--- config.mk ---
export PLATFORM = sky130hd
export DESIGN_NAME = pioc_pin_control
export DESIGN_NICKNAME = d
export VERILOG_FILES = /design/src/pioc_pin_control.v
export VERILOG_INCLUDE_DIRS = /design/src
export SDC_FILE = /design/constraint.sdc
export NUM_CORES = 1
export LEC_CHECK = 0
export BUFFER_PORTS_ARGS = -buffer_cell sky130_fd_sc_hd__buf_2
export CORE_ASPECT_RATIO = 1.1
export CORE_MARGIN = 3
export CORE_UTILIZATION = 41
export DETAILED_ROUTE_END_ITERATION = 6
export PLACE_DENSITY_LB_ADDON = 0.12
export SLEW_MARGIN = 20
export SYNTH_ARGS = -nofsm -noshare
export SYNTH_HDL_FRONTEND = slang
export SYNTH_SLANG_ARGS = --single-unit
--- constraint.sdc ---
create_clock -name clk -period 3.91 [get_ports clk]
set_input_delay 0.1955 -clock clk [delete_from_list [all_inputs] [get_ports clk]]
set_output_delay 0.1955 -clock clk [all_outputs]
set_load 0.1 [all_outputs]
--- src/pioc_defines.vh ---
// pioc_defines.vh: register map, field layout and reset values for
// the parallel i/o pin control block.
// assumes a 32-bit classic wishbone slave with byte addresses.
`ifndef PIOC_DEFINES_VH
`define PIOC_DEFINES_VH

// port slot: byte address bits [6:5] pick the port
`define PIOC_PORT_A        2'h0
`define PIOC_PORT_B        2'h1
`define PIOC_PORT_C        2'h2
// register slot inside a port: byte address bits [4:2]
`define PIOC_REG_DATA      3'h0
`define PIOC_REG_DIR       3'h1
`define PIOC_REG_PULLUP    3'h2
`define PIOC_REG_SLEW      3'h3
`define PIOC_REG_DRIVE     3'h4
// address field positions
`define PIOC_PORT_MSB      6
`define PIOC_PORT_LSB      5
`define PIOC_SLOT_MSB      4
`define PIOC_SLOT_LSB      2
`define PIOC_ADR_TOP_LSB   7

// implemented bits per port: a[5:0], b[7:0], c[3:0]
`define PIOC_MASK_A        8'h3F
`define PIOC_MASK_B        8'hFF
`define PIOC_MASK_C        8'h0F
// output-only pin: port a bit 4 (flat pin 4)
`define PIOC_OUT_ONLY      18'h00010

// reset values of all control registers
`define PIOC_RST_DATA      8'h00
`define PIOC_RST_DIR       8'h00
`define PIOC_RST_PULLUP    8'h00
`define PIOC_RST_SLEW      8'h00
`define PIOC_RST_DRIVE     8'h00

`endif

--- src/pioc_pin_control.v ---
// pioc_pin_control.v: general-purpose pin control for three ports,
// with direction, data, pull-up, slew and drive registers on wishbone.
// assumes pad cells outside that act on the enables and selects here,
// and peripherals that present their own enable and output per pin.
//
// Function
// - three ports, seventeen two-way pins plus one output-only pin.
// - an enabled sharing peripheral takes the pin from gpio.
// - reset leaves shared functions off and every direction bit zero; here reset leaves the peripheral enables alone, an enabled peripheral keeps its pin.
// - reset clears slew limit, high drive and pull-up enables.
// - direction bit enables the driver and picks the data read source.
// - input buffer on unless analog owns pin or pin is output-only.
// - digital peripheral drives the pin; direction still picks read source.
// - analog ownership disables both input buffer and output driver.
// - input-direction read returns zero when the input buffer is off.
// - analog function wins over an alternate digital function.
// - pull, slew and drive registers independent of data and direction.
// - pull-up off whenever gpio or a peripheral drives the pin.
// - pull-up off whenever an analog function controls the pin.
// - per-pin slew limit bit limits output edge rate when set.
// - slew limit has no effect while the pin is an input.
// - per-pin high drive bit selects the strong driver.
//
// Decided for this implementation: the Wishbone interface to the registers and the address map.
`timescale 1ns/1ps
`include "pioc_defines.vh"

module pioc_pin_control
(
   // clock, reset, enable
   input  wire        clk,
   input  wire        nrst,
   input  wire        ce,
   // wishbone slave
   input  wire        wb_cyc_i,
   input  wire        wb_stb_i,
   input  wire        wb_we_i,
   input  wire [31:0] wb_adr_i,
   input  wire [3:0]  wb_sel_i,
   input  wire [31:0] wb_dat_i,
   output reg  [31:0] wb_dat_o,
   output reg         wb_ack_o,
   // pins: {portC[3:0], portB[7:0], portA[5:0]}
   input  wire [17:0] pinIn,
   output wire [17:0] pinOut,
   output wire [17:0] pinOe,
   output wire [17:0] pinInEn,
   output wire [17:0] pinPullup,
   output wire [17:0] pinSlewLimit,
   output wire [17:0] pinHighDrive,
   // shared peripherals, one bit per pin
   input  wire [17:0] altEnable,
   input  wire [17:0] altOe,
   input  wire [17:0] altOut,
   input  wire [17:0] analogEnable
);

   // control registers held as 3 ports x 8 bits, unused bits stay 0
   reg  [23:0] dataQ;
   reg  [23:0] dirQ;
   reg  [23:0] pullupQ;
   reg  [23:0] slewQ;
   reg  [23:0] driveQ;
   reg  [17:0] syncAQ;
   reg  [17:0] syncBQ;
   reg  [23:0] dataD;
   reg  [23:0] dirD;
   reg  [23:0] pullupD;
   reg  [23:0] slewD;
   reg  [23:0] driveD;
   reg  [31:0] rdD;

   wire        busReq;
   wire        hit;
   wire [1:0]  portSel;
   wire [2:0]  slotSel;
   wire [7:0]  portMask;
   wire [4:0]  portBase;
   wire [7:0]  wrByte;
   wire [17:0] dataN;
   wire [17:0] dirN;
   wire [17:0] pullupN;
   wire [17:0] slewN;
   wire [17:0] driveN;
   wire [17:0] analogOwn;
   wire [17:0] altOwn;
   wire [17:0] readN;
   wire [23:0] readW;

   // wide to flat pin mapping
   assign dataN   = {dataQ[19:16], dataQ[15:8], dataQ[5:0]};
   assign dirN    = {dirQ[19:16], dirQ[15:8], dirQ[5:0]};
   assign pullupN = {pullupQ[19:16], pullupQ[15:8], pullupQ[5:0]};
   assign slewN   = {slewQ[19:16], slewQ[15:8], slewQ[5:0]};
   assign driveN  = {driveQ[19:16], driveQ[15:8], driveQ[5:0]};

   // ownership: analog over digital peripheral over gpio
   // analog priority
   assign analogOwn = analogEnable;
   assign altOwn    = altEnable & ~analogEnable;

   // output driver and value
   // analog kills driver
   assign pinOe  = ~analogOwn & ((altOwn & altOe) | (~altOwn & dirN));
   assign pinOut = (altOwn & altOut) | (~altOwn & dataN);

   // input buffer stays on except analog or output-only pins
   // input buffer rule
   // output-only pin has no input path
   assign pinInEn = ~analogOwn & ~`PIOC_OUT_ONLY;

   // pull-up dropped while driven or analog, whatever the enable says
   // pull-up off when driven
   assign pinPullup = pullupN & ~pinOe & ~analogOwn;

   // slew limit only matters on a driven pin
   // per-pin slew limit
   assign pinSlewLimit = slewN & pinOe;
   assign pinHighDrive = driveN;

   // two-flop pin synchroniser; first stage feeds only the second
   always @(posedge clk or negedge nrst)
   begin
      if (!nrst)
      begin
         syncAQ <= 18'h00000;
         syncBQ <= 18'h00000;
      end
      else if (ce)
      begin
         syncAQ <= pinIn;
         syncBQ <= syncAQ;
      end
   end

   // data read source per pin, direction decides even under peripherals
   // latch or synced level
   assign readN = (dirN & dataN) | (~dirN & pinInEn & syncBQ);
   assign readW = {4'h0, readN[17:14], readN[13:6], 2'h0, readN[5:0]};

   // bus decode
   assign busReq  = wb_cyc_i & wb_stb_i & ~wb_ack_o;
   assign portSel = wb_adr_i[`PIOC_PORT_MSB:`PIOC_PORT_LSB];
   assign slotSel = wb_adr_i[`PIOC_SLOT_MSB:`PIOC_SLOT_LSB];
   assign hit     = (wb_adr_i[31:`PIOC_ADR_TOP_LSB] == 25'h0000000)
                  & (wb_adr_i[1:0] == 2'h0)
                  & (portSel != 2'h3)
                  & (slotSel <= `PIOC_REG_DRIVE);
   assign portMask = (portSel == `PIOC_PORT_A) ? `PIOC_MASK_A :
                     (portSel == `PIOC_PORT_B) ? `PIOC_MASK_B :
                     (portSel == `PIOC_PORT_C) ? `PIOC_MASK_C : 8'h00;
   assign portBase = (portSel == `PIOC_PORT_B) ? 5'h08 :
                     (portSel == `PIOC_PORT_C) ? 5'h10 : 5'h00;
   // unimplemented pins never store a one
   assign wrByte   = wb_dat_i[7:0] & portMask;

   // register next values; each register only changes by its own write
   // independent registers
   always @*
   begin
      dataD   = dataQ;
      dirD    = dirQ;
      pullupD = pullupQ;
      slewD   = slewQ;
      driveD  = driveQ;
      rdD     = 32'h00000000;
      if (busReq && hit)
      begin
         if (slotSel == `PIOC_REG_DATA)
         begin
            rdD[7:0] = readW[portBase +: 8];
            if (wb_we_i && wb_sel_i[0])
               dataD[portBase +: 8] = wrByte;
         end
         else if (slotSel == `PIOC_REG_DIR)
         begin
            rdD[7:0] = dirQ[portBase +: 8];
            if (wb_we_i && wb_sel_i[0])
               dirD[portBase +: 8] = wrByte;
         end
         else if (slotSel == `PIOC_REG_PULLUP)
         begin
            rdD[7:0] = pullupQ[portBase +: 8];
            if (wb_we_i && wb_sel_i[0])
               pullupD[portBase +: 8] = wrByte;
         end
         else if (slotSel == `PIOC_REG_SLEW)
         begin
            rdD[7:0] = slewQ[portBase +: 8];
            if (wb_we_i && wb_sel_i[0])
               slewD[portBase +: 8] = wrByte;
         end
         else
         begin
            rdD[7:0] = driveQ[portBase +: 8];
            if (wb_we_i && wb_sel_i[0])
               driveD[portBase +: 8] = wrByte;
         end
      end
   end

   // register file and bus answer, one wait state, ack for one cycle
   // directions cleared at reset
   always @(posedge clk or negedge nrst)
   begin
      if (!nrst)
      begin
         dataQ    <= {3{`PIOC_RST_DATA}};
         dirQ     <= {3{`PIOC_RST_DIR}};
         pullupQ  <= {3{`PIOC_RST_PULLUP}};
         slewQ    <= {3{`PIOC_RST_SLEW}};
         driveQ   <= {3{`PIOC_RST_DRIVE}};
         wb_ack_o <= 1'b0;
         wb_dat_o <= 32'h00000000;
      end
      else if (ce)
      begin
         dataQ    <= dataD;
         dirQ     <= dirD;
         pullupQ  <= pullupD;
         slewQ    <= slewD;
         driveQ   <= driveD;
         wb_ack_o <= busReq;    // unmapped addresses ack too, read zero
         wb_dat_o <= rdD;
      end
   end

endmodule

# Word-level counts from Yosys, hierarchy flattened
# Index checks and enable logic that the tools add are counted.
dict set report totals {
  ff_bits 165
  input_bits 164
  output_inout_bits 141
  wordCells 80
}
dict set report op_classes {
  n_addsub 1
  order_cmp 1
  n_eq_ne 6
  n_shift 7
  muxes 15
  n_bitwise 30
  n_reduce_logical 11
}
# operator count
set ops {}
lappend ops {{18-bit bitwise AND} 12}
lappend ops {{24-bit bitwise mux} 5}
lappend ops {{24-bit by 6-bit indexed part select with 8-bit output} 5}
lappend ops {{18-bit inverter} 4}
lappend ops {{8-bit 2-to-1 mux} 7}
lappend ops {{18-bit bitwise OR} 3}
lappend ops {{25-bit zero test} 1}
lappend ops {{8-bit by 7-bit variable shift with 24-bit output, first input constant} 1}
lappend ops {{8-bit by 7-bit indexed part select with 24-bit output} 1}
lappend ops {{7-bit AND reduction} 2}
lappend ops {{5-bit 2-to-1 mux} 2}
lappend ops {{8-bit bitwise AND} 1}
lappend ops {{5-bit negator with 7-bit output} 1}
lappend ops {{3-bit by 2-bit == test with 1-bit output, second input constant} 2}
lappend ops {{6-bit AND reduction} 1}
lappend ops {{1-bit bitwise AND} 5}
lappend ops {{1-bit inverter} 5}
lappend ops {{5-bit AND reduction} 1}
lappend ops {{2-bit zero test} 2}
lappend ops {{4-bit 2-to-1 mux} 1}
lappend ops {{4-bit AND reduction} 1}
lappend ops {{3-bit by 1-bit == test with 1-bit output, second input constant} 1}
lappend ops {{3-bit <= comparator, second input constant} 1}
lappend ops {{3-bit zero test} 1}
lappend ops {{4 further kinds} 5}

# Logic depth before layout (Yosys ltp)
# Gate-level depths: netlist (run 1).
dict set report depth {
  ltp_word 9
  mapped_depth 8
  mapped_depth_nobuf 7
}

# Worst setup path before layout (run 1)
# Ideal clock, no wire load.
dict set report synth_path {
  path_kind {reg2out}
  startpoint {reg dirQ[14]}
  endpoint {out pinSlewLimit[12]}
  arrival_time_ps 2644
  required_ps 3714
  slack_ps 1071
  path_stages_with_launch 4
  path_buffers 0
  path_cell_list {dfrtp_1 -> mux2i_1 -> nor2_1 -> and2_1}
}
dict set report synth_via {
  elab_chain_cells 4
}
# element line
set synth_lines {}
lappend synth_lines {{start, declared} pioc_pin_control.v:60} ;# reg [23:0] dirQ;
lappend synth_lines {{start signal, assigned} pioc_pin_control.v:209} ;# dirQ <= {3{`PIOC_RST_DIR}};
lappend synth_lines {{start signal, assigned} pioc_pin_control.v:219} ;# dirQ <= dirD;
lappend synth_lines {{18-bit bitwise AND} pioc_pin_control.v:104} ;# assign pinOe = ~analogOwn & ((altOwn & altOe) | (~altOwn & dirN));
lappend synth_lines {{18-bit bitwise OR} pioc_pin_control.v:104}
lappend synth_lines {{18-bit bitwise AND} pioc_pin_control.v:104}
lappend synth_lines {{net pinOe[12]} pioc_pin_control.v:46} ;# output wire [17:0] pinOe,
lappend synth_lines {{18-bit bitwise AND} pioc_pin_control.v:118} ;# assign pinSlewLimit = slewN & pinOe;
lappend synth_lines {{end, declared} pioc_pin_control.v:49} ;# output wire [17:0] pinSlewLimit,
# The timed path passes the listed nets, and every way through them passes these cells.

# Worst setup path after layout (run 1)
dict set report layout_path {
  startpoint {reg wb_ack_o}
  endpoint {reg dirQ[6]}
}
dict set report layout_via {
  elab_chain_cells 4
}
# element line
set layout_lines {}
lappend layout_lines {{start, declared} pioc_pin_control.v:42} ;# output reg wb_ack_o,
lappend layout_lines {{start signal, assigned} pioc_pin_control.v:223} ;# wb_ack_o <= busReq;
lappend layout_lines {{1-bit inverter} pioc_pin_control.v:142} ;# assign busReq = wb_cyc_i & wb_stb_i & ~wb_ack_o;
lappend layout_lines {{1-bit bitwise AND} pioc_pin_control.v:142}
lappend layout_lines {{1-bit logical AND} pioc_pin_control.v:167} ;# if (busReq && hit)
lappend layout_lines {{5-bit AND reduction (no source line)} -}
# Every way passes these cells.
# A chain may end at the register's enable or synchronous reset.

==> Implementation_results.wiki, run 1 <==
{| class="wikitable"
! Metric !! Value
|-
| Number of vias in the routed layout || 7,266
|-
| Critical Path Fanout Max || 20
|-
| Worst hold path depth || 2
|-
| Worst setup skew after layout || 0.00734 ns
|-
| Count of nets left with antenna violations after detail routing || 0
|-
| Post-synth EDFFs || 0
|-
| Crit Reg-Reg Endpoint || dirQ[6]
|-
| Area share of xor/xnor cells in the synthesized design || 0%
|-
| Count of pins over their slew limit || 0
|-
| Core area || 20,600 um2
|-
| Final hold violation count || 0
|-
| Max Clk Rate || 0.355 GHz
|-
| Synthesized netlist cell count || 811
|-
| Remaining max-slew budget at the tightest pin || 47.6%
|-
| Resized cells post-CTS || 0
|-
| # Max-Cap Violations || 0
|-
| Last weighted congestion value of the routability-driven placer || 0.861
|-
| Largest area contributor in the netlist || sky130_fd_sc_hd__dfrtp_1
|-
| Endpoint of the worst hold path || syncAQ[7]
|-
| CTS tree || yes
|-
| Ranking of synthesized cells by instance count || sky130_fd_sc_hd__dfrtp_1 (157), sky130_fd_sc_hd__mux2_2 (99), sky130_fd_sc_hd__o21ai_0 (47), sky130_fd_sc_hd__buf_4 (43), sky130_fd_sc_hd__nand2_1 (41)
|-
| Sequential fraction of the synthesis area || 45.3%
|-
| Most common cell in the synthesized netlist || sky130_fd_sc_hd__dfrtp_1
|-
| Average detailed-routed wire length per instance || 19.5 um
|-
| Count of fill cells added during filler insertion || 1,924
|-
| Total standard cell area after synthesis || 8670 um2
|-
| Number of failing setup endpoints in the final timing report || 0
|-
| Leading post-synthesis cells by cell area || sky130_fd_sc_hd__dfrtp_1 (45%), sky130_fd_sc_hd__mux2_2 (13%), sky130_fd_sc_hd__mux2i_1 (4.5%)
|-
| Die span in x || 145 um
|-
| Gr usage total || 22.5%
|-
| Critical path type || flop to flop
|-
| Critical path capture point type || flop
|-
| Worst path cell trace || nand4b_1, nor3_4, nand3_2, or4_1, mux2_2
|-
| Dominant combinational cell family by area after synthesis || multiplexers
|-
| Lkg Pwr || 0.00559 uW
|-
| Signal arrival time at the worst endpoint || 3.13 ns
|-
| Post-synthesis to final-layout area growth || 24.7%
|-
| Fin cells || 1,325
|-
| TritonCTS buffer count || 17
|-
| Synth Area in Adders || 0.866%
|-
| Later-pin clock latency in the skew report || 0.42 ns
|-
| Chip height || 158 um
|-
| Post-synth ARST share || 100%
|-
| Cell area after layout || 10,800 um2
|-
| First-pass iteration count of the detailed router || 5
|-
| Endpoint required time on the critical path || 4.22 ns
|-
| Maximum root-to-sink buffer count || 2
|-
| Placement Cell Area || 9980 um2
|-
| Synth Register Bits || 157
|-
| Root buffer selected by CTS || sky130_fd_sc_hd__clkbuf_16
|-
| Count of nets after finishing || 1,225
|-
| Run status || completed
|-
| Ports || 305
|-
| Worst ir drop on vdd || 0.298 mV
|-
| Measured slew at the worst slew-check pin || 0.785 ns
|-
| Final Cycle Share || 72.1%
|-
| Compound-cell area share of the yosys netlist || 16.6%
|-
| Wire length of the first global-routing pass || 39,400 um
|-
| Area share of the largest cell type after synthesis || 45.3%
|-
| Clock-pin transition on the worst setup and hold timing paths || 0.07 ns
|-
| Library cells used by synthesis || 62
|-
| Type of origin of the critical path || flop
|-
| Number of placed cells counting well taps || 1,277
|-
| Initial cell density of the core || 42.0%
|-
| H-tree Lvls || 4
|-
| Slowest-stage cell, CP || sky130_fd_sc_hd__or4_1
|-
| Crit path largest cell delay || 0.89 ns
|-
| Detailed placer's ending HPWL || 19,200 um
|-
| Share of final-layout standard cells stronger than drive strength 1 || 40.5%
|-
| Number of antenna violations at the first check in global routing || 1
|-
| Warnings from Yosys || 0
|-
| Global-route congestion overflow total || 0
|-
| Drt drc || 0
|-
| Simple logic cell fraction of the synthesized area || 12.1%
|-
| Detailed Route Iter0 Violations || 437
|-
| Final min period || 2.82 ns
|-
| Count of buffers from port buffering || 251
|-
| Startpoint of the lowest-slack hold path || pinIn[7]
|-
| Worst hold-check path type || input port to flop
|-
| Via-to-Cell Ratio || 5.48
|-
| Number of sinks handled by clock tree synthesis || 157
|-
| Via count of the first global-routing pass || 6,981
|-
| R2r startpoint || wb_ack_o
|-
| Register-to-register setup slack || 1.09 ns
|-
| Ratio of total power to cell area || 395 nW/um2
|-
| Avg Cell Area, Syn || 10.7 um2
|-
| Ys flop type || sky130_fd_sc_hd__dfrtp_1
|-
| Number of standard-cell rows in the floorplan || 55
|-
| Number of cell instances on the worst register-to-register path || 5
|-
| Setup repair after global routing missed its margin || no
|-
| Area of the die || 22,900 um2
|-
| Largest net degree at the start of global routing || 87
|-
| Proportion of synthesized area in mux cells || 17.7%
|-
| Post-route setup TNS || 0 ns
|-
| Total routed wirelength || 25,800 um
|}
-- kinds of logic after synthesis --
logic type               Yosys count
AND/OR/NAND/NOR                  186
AO/OA/AOI/OAI                    199
buffers and inverters            122
flip-flops                       157
other                              1
adder cells (fa/ha/maj)            6
multiplexers                     140
-- final cells by class --
class / instances / area [um2] / share of cell area (%)
Antenna cell: 1 / 2.50 / 0.0232
Timing Repair Buffer: 283 / 1540 / 14.3
Sequential cell: 157 / 3930 / 36.4
Clock buffer: 20 / 467 / 4.32
Inverter: 40 / 150 / 1.39
Tap cell: 256 / 320 / 2.96
Multi-Input combinational cell: 556 / 4190 / 38.8
Clock inverter: 12 / 206 / 1.91
-- placed cells by master (no fill, tap or decap), types with 7 or more instances in the layout --
cell type	count
sky130_fd_sc_hd__dlygate4sd3_1	15
sky130_fd_sc_hd__nor2_1	35
sky130_fd_sc_hd__o21ai_0	47
sky130_fd_sc_hd__conb_1	25
sky130_fd_sc_hd__o2bb2ai_1	13
sky130_fd_sc_hd__a22o_1	22
sky130_fd_sc_hd__buf_2	250
sky130_fd_sc_hd__mux2i_1	39
sky130_fd_sc_hd__and3_1	25
sky130_fd_sc_hd__a31o_2	17
sky130_fd_sc_hd__a21oi_1	23
sky130_fd_sc_hd__a21boi_0	16
sky130_fd_sc_hd__mux2_2	99
sky130_fd_sc_hd__nand2_1	41
sky130_fd_sc_hd__buf_4	17
sky130_fd_sc_hd__dfrtp_1	157
sky130_fd_sc_hd__clkbuf_16	17
sky130_fd_sc_hd__a32o_1	7
sky130_fd_sc_hd__inv_1	40
sky130_fd_sc_hd__o41ai_1	9
sky130_fd_sc_hd__and2_1	31
-- state kept, by name, indices dropped and copies added (netlist names) --
| name | cells |
|---|---|
| slewQ | 24 |
| pullupQ | 24 |
| syncAQ | 17 |
| syncBQ | 17 |
| dirQ | 24 |
| wb_ack_o | 1 |
| wb_dat_o | 8 |
| driveQ | 24 |
| dataQ | 18 |
-- repair_timing --
item | in CTS | in global routing
setup buffers | 0 | 0
hold buffers | 15 | 0
hold endpoints to repair | 98 | 0
-- report_power, final --
group	leakage [uW]	internal (uW)	switching (uW)	total (uW)
combinational	0.00314	174	520	695
clock	0.000328	1190	693	1880
sequential	0.00212	1670	21.8	1690
-- worst max path at each step --
stage | end | startpoint | slack, ns
after floorplan | pinSlewLimit[12] | dirQ[14] | 1.07
after global placement | dataQ[10] | wb_adr_i[5] | 1.04
after detailed placement | dataQ[10] | wb_adr_i[5] | 0.94
after CTS | dataQ[10] | wb_ack_o | 1.10
after global routing | dataQ[10] | wb_ack_o | 0.94
final | dirQ[6] | wb_ack_o | 1.09
-- through the flow --
stage / hold slack [ns] / total power, uW / utilization (%) / worst slack (ns)
2_1_floorplan: -0.100 / 2210 / - / 1.07
6_report: 0.00867 / 4270 / 52.4 / 1.09
4_1_cts: 0.000739 / 4290 / 52.3 / 1.10
5_1_grt: 0.0110 / 4410 / 52.3 / 0.944
3_3_place_gp: 0.320 / 2400 / 48.4 / 1.04
3_5_place_dp: 0.320 / 2400 / 48.4 / 0.938
-- critical path: cells and delay by family (launching register included) --
family,cells,cell delay (ns)
DFF,1,0.39
muxes,1,0.36
and+or+nand+nor,4,1.96
-- per-layer routing --
metal	up-vias	GRT usage (%)	wire length (um)
met5	-	0	13
met1	3532	31.4	11600
met4	2	7.46	618
li1	3399	-	-
met3	38	4.42	1780
met2	295	35.5	11800
No activity file was read; power rests on OpenSTA's default activity.
==> inputs of run 2 (changes only) <==
- ABC_AREA: unset -> 1
- clock period: 3.91 -> 2.7 ns (I/O delays scaled with it)
==> run 2 against run 1 <==
Combinational power grew 61%. Final area rose by 5.6%. Maximum frequency up 35%. Sequential power up 45%. Synthesized cell count grew 61%. Clock-buffer cell count increased by 2. Sequential share of layout area down 1.9 points. Setup slack got worse by 0.48 ns. Critical path depth rose by 4. Synthesized area grew 6.9%. Core utilization is 0.89 points lower. Critical endpoint is now dataQ[15]. Highest routed layer is now met4.
==> Implementation_results.wiki, run 2 <==
{| class="wikitable"
! Metric !! Value
|-
| Largest area contributor in the netlist || sky130_fd_sc_hd__dfrtp_1 (unchanged)
|-
| Number of sinks handled by clock tree synthesis || 157 (unchanged)
|-
| Portion of total power attributed to the clock network || 42.0% (was 44.2%)
|-
| Max Clk Rate || 0.479 GHz (was 0.355 GHz)
|-
| Post-synth EDFFs || 0 (unchanged)
|-
| Average detailed-routed wire length per instance || 16.6 um (was 19.5 um)
|-
| Drt drc || 0 (unchanged)
|-
| TritonCTS buffer count || 17 (unchanged)
|-
| Ports || 305 (unchanged)
|-
| Sequential fraction of the synthesis area || 42.4% (was 45.3%)
|-
| Slowest-stage cell, CP || sky130_fd_sc_hd__nor2_4 (was sky130_fd_sc_hd__or4_1)
|-
| Post-CTS setup buffer count || 0 (unchanged)
|-
| Net switching power of the design || 1900 uW (was 1230 uW)
|-
| Ys flop type || sky130_fd_sc_hd__dfrtp_1 (unchanged)
|-
| Sw frac || 31.0% (was 28.9%)
|-
| Leading post-synthesis cells by cell area || sky130_fd_sc_hd__dfrtp_1 (42%), sky130_fd_sc_hd__nand2_1 (21%), sky130_fd_sc_hd__inv_1 (4.9%) (was sky130_fd_sc_hd__dfrtp_1 (45%), sky130_fd_sc_hd__mux2_2 (13%), sky130_fd_sc_hd__mux2i_1 (4.5%))
|-
| Number of standard-cell rows in the floorplan || 57 (was 55)
|-
| Number of antenna violations at the first check in global routing || 0 (was 1)
|-
| Placement Cell Area || 10,600 um2 (was 9980 um2)
|-
| H-tree Lvls || 4 (unchanged)
|-
| Worst ir drop on vdd || 0.410 mV (was 0.298 mV)
|-
| Detailed Route Iter0 Violations || 585 (was 437)
|-
| Compound-cell area share of the yosys netlist || 8.25% (was 16.6%)
|-
| Most common cell in the synthesized netlist || sky130_fd_sc_hd__nand2_1 (was sky130_fd_sc_hd__dfrtp_1)
|-
| Detailed placer's ending HPWL || 22,700 um (was 19,200 um)
|-
| Total routed wirelength || 30,800 um (was 25,800 um)
|-
| Count of buffers from port buffering || 251 (unchanged)
|-
| Chip height || 164 um (was 158 um)
|-
| Run status || completed (unchanged)
|-
| Wire length of the first global-routing pass || 47,500 um (was 39,400 um)
|-
| Count of nets after finishing || 1,717 (was 1,225)
|-
| Later-pin clock latency in the skew report || 0.42 ns (about the same)
|-
| Area of the die || 24,400 um2 (was 22,900 um2)
|-
| Ratio of total power to cell area || 539 nW/um2 (was 395 nW/um2)
|-
| Initial cell density of the core || 41.8% (was 42.0%)
|-
| Sequential cell area || 3930 um2 (unchanged)
|-
| Endpoint required time on the critical path || 3.06 ns (was 4.22 ns)
|-
| Measured slew at the worst slew-check pin || 0.762 ns (was 0.785 ns)
|-
| Last weighted congestion value of the routability-driven placer || 0.879 (was 0.861)
|-
| Count of fill cells added during filler insertion || 2,253 (was 1,924)
|-
| Core area || 22,200 um2 (was 20,600 um2)
|-
| Global-route congestion overflow total || 0 (unchanged)
|-
| Clock-pin transition on the worst setup and hold timing paths || 0.06 ns (was 0.07 ns)
|-
| Count of pins over their slew limit || 0 (unchanged)
|-
| Type of origin of the critical path || flop (unchanged)
|-
| Number of vias in the routed layout || 9,087 (was 7,266)
|-
| Final hold violation count || 0 (unchanged)
|-
| Simple logic cell fraction of the synthesized area || 36.8% (was 12.1%)
|-
| Post-synth ARST share || 100% (unchanged)
|-
| Worst path cell trace || clkinv_1, nand3_1, nor2_4, nand3_4, nor2_8, nand2_8, nor2_4, nand3_1, nand2_1 (was nand4b_1, nor3_4, nand3_2, or4_1, mux2_2)
|-
| Synth Area in Adders || 0.810% (was 0.866%)
|-
| Worst hold slack || 0.115 ns (was 0.00867 ns)
|-
| Setup repair after global routing missed its margin || no (unchanged)
|-
| Warnings from Yosys || 0 (unchanged)
|-
| Via count of the first global-routing pass || 8,600 (was 6,981)
|-
| Ranking of synthesized cells by instance count || sky130_fd_sc_hd__nand2_1 (526), sky130_fd_sc_hd__dfrtp_1 (157), sky130_fd_sc_hd__inv_1 (121), sky130_fd_sc_hd__nor2_1 (111), sky130_fd_sc_hd__nand3_1 (85) (was sky130_fd_sc_hd__dfrtp_1 (157), sky130_fd_sc_hd__mux2_2 (99), sky130_fd_sc_hd__o21ai_0 (47), sky130_fd_sc_hd__buf_4 (43), sky130_fd_sc_hd__nand2_1 (41))
|-
| Post-route setup TNS || 0 ns (unchanged)
|-
| Crit path largest cell delay || 0.44 ns (was 0.89 ns)
|-
| Commonest non-fill, non-tap cells in the layout || sky130_fd_sc_hd__nand2_1 (526), sky130_fd_sc_hd__buf_2 (250), sky130_fd_sc_hd__dfrtp_1 (157) (was sky130_fd_sc_hd__buf_2 (250), sky130_fd_sc_hd__dfrtp_1 (157), sky130_fd_sc_hd__mux2_2 (99))
|-
| Largest net degree at the start of global routing || 78 (was 87)
|-
| Synthesized netlist cell count || 1,302 (was 811)
|-
| Cell internal pwr || 4240 uW (was 3030 uW)
|-
| Final min period || 2.09 ns (was 2.82 ns)
|-
| Combinational share of power || 18.2% (was 16.3%)
|-
| Maximum root-to-sink buffer count || 2 (unchanged)
|-
| # Max-Cap Violations || 0 (unchanged)
|-
| Root buffer selected by CTS || sky130_fd_sc_hd__clkbuf_16 (unchanged)
|-
| Most frequent standard cell in the layout excluding fill and tap cells || sky130_fd_sc_hd__nand2_1 (was sky130_fd_sc_hd__buf_2)
|-
| Worst setup skew after layout || 0.00452 ns (was 0.00734 ns)
|-
| Count of nets left with antenna violations after detail routing || 0 (unchanged)
|-
| Dominant combinational cell family by area after synthesis || simple AND/OR/NAND/NOR gates (was multiplexers)
|-
| Share of power burned in registers || 39.8% (was 39.6%)
|-
| Die span in x || 149 um (was 145 um)
|-
| CTS tree || yes (unchanged)
|-
| First-pass iteration count of the detailed router || 5 (unchanged)
|-
| Cell area after layout || 11,400 um2 (was 10,800 um2)
|-
| Number of failing setup endpoints in the final timing report || 0 (unchanged)
|-
| Area share of the largest cell type after synthesis || 42.4% (was 45.3%)
|-
| Avg Cell Area, Syn || 7.12 um2 (was 10.7 um2)
|-
| Signal arrival time at the worst endpoint || 2.45 ns (was 3.13 ns)
|-
| Gr usage total || 25.2% (was 22.5%)
|-
| Proportion of synthesized area in mux cells || 0% (was 17.7%)
|-
| Library cells used by synthesis || 35 (was 62)
|-
| Critical Path Fanout Max || 15 (was 20)
|-
| Synth Register Bits || 157 (unchanged)
|-
| Final Cycle Share || 77.4% (was 72.1%)
|-
| Area used by multi-input combinational logic || 4380 um2 (was 4190 um2)
|-
| Lkg Pwr || 0.00642 uW (was 0.00559 uW)
|-
| Total standard cell area after synthesis || 9270 um2 (was 8670 um2)
|-
| Critical path type || flop to flop (unchanged)
|-
| Final cell utilization of the core || 51.5% (was 52.4%)
|-
| Critical path capture point type || flop (unchanged)
|-
| Share of final-layout standard cells stronger than drive strength 1 || 22.5% (was 40.5%)
|-
| Area share of xor/xnor cells in the synthesized design || 0% (unchanged)
|-
| Worst hold-check path type || input port to flop (unchanged)
|-
| Via-to-Cell Ratio || 4.90 (was 5.48)
|-
| Post-synthesis to final-layout area growth || 23.2% (was 24.7%)
|-
| Remaining max-slew budget at the tightest pin || 49.2% (was 47.6%)
|}
run 2: changes by cell type after synthesis, moves of 17 or more:
cell | previous run | this run
sky130_fd_sc_hd__mux2i_1 | 39 | 0
sky130_fd_sc_hd__o21ai_1 | 0 | 33
sky130_fd_sc_hd__a31o_2 | 17 | 0
sky130_fd_sc_hd__nor2_1 | 35 | 111
sky130_fd_sc_hd__inv_1 | 40 | 121
sky130_fd_sc_hd__mux2_2 | 99 | 0
sky130_fd_sc_hd__and2_1 | 31 | 1
sky130_fd_sc_hd__a22o_1 | 22 | 0
sky130_fd_sc_hd__nand2_1 | 41 | 526
sky130_fd_sc_hd__a21oi_1 | 23 | 45
sky130_fd_sc_hd__nand3_1 | 4 | 85
sky130_fd_sc_hd__and3_1 | 25 | 0
run 2: cells by family (layout without fill, tap and decap cells):
| family | Yosys count | count (layout) |
|---|---|---|
| AND/OR/NAND/NOR | 779 | 779 |
| adder cells (fa/ha/maj) | 6 | 6 |
| other | 1 | 26 |
| AO/OA/AOI/OAI | 143 | 143 |
| buffers and inverters | 216 | 450 |
| flip-flops | 157 | 157 |
run 2: per-stage QoR:
| stage | total power, uW | setup slack, ns | instances |
|---|---|---|---|
| after floorplan | 3270 | 0.0100 | 1326 |
| after global placement | 3580 | 0.334 | 1805 |
| after detailed placement | 3590 | 0.321 | 1805 |
| after CTS | 6190 | 0.605 | 1855 |
| after global routing | 6370 | 0.535 | 1855 |
| final | 6150 | 0.611 | 1856 |
run 2: timing repair:
item,4_1_cts,5_1_grt
resized for setup,0,0
hold buffers,18,0
hold endpoints to repair,64,0
run 2: worst paths after layout:
path | from | end | depth (start not counted) | slack (ns)
max in group asynchronous | nrst | pullupQ[3] | 3 | 1.62
worst min-delay path | ce | wb_ack_o | 4 | 0.12
worst max-delay path | wb_ack_o | dataQ[15] | 9 | 0.61
worst max register to register | wb_ack_o | dataQ[15] | 9 | 0.61
min in group asynchronous | nrst | syncAQ[15] | 2 | 0.22
worst min register to register | syncAQ[16] | syncAQ[16] | 2 | 0.47
run 2: metal layers:
layer / routed length (um) / global-route usage (%) / part of all wire [%] / vias to the layer above
met5: 0 / 0 / 0 / -
met4: 528 / 6.70 / 1.7 / 0
met3: 2090 / 3.66 / 6.8 / 35
met2: 15000 / 43.9 / 49 / 363
met1: 13100 / 32.8 / 43 / 4157
li1: - / - / - / 4532
run 2: area by class of cell:
cell class | count | share of cell area, %
diodes | 1 | 0.0219
clock buffers | 22 | 4.07
clock inverters | 10 | 1.42
inverters | 127 | 4.20
multi-input cells | 953 | 38.3
flip-flops and latches | 157 | 34.4
well taps | 295 | 3.23
repair buffers | 291 | 14.3
run 2: power by group through the flow:
stage,clock [uW],combinational [uW],sequential (uW)
2_1_floorplan,0,792,2480
3_3_place_gp,0,1090,2490
3_5_place_dp,0,1100,2490
4_1_cts,2620,1130,2450
5_1_grt,2710,1210,2450
6_report,2580,1120,2450
run 2: worst max-delay path, delay by kind of cell, from the launching register on:
| kind | cells | cell delay (ns) |
|---|---|---|
| flip-flops | 1 | 0.38 |
| buffers and inverters | 1 | 0.06 |
| AND/OR/NAND/NOR | 8 | 1.59 |
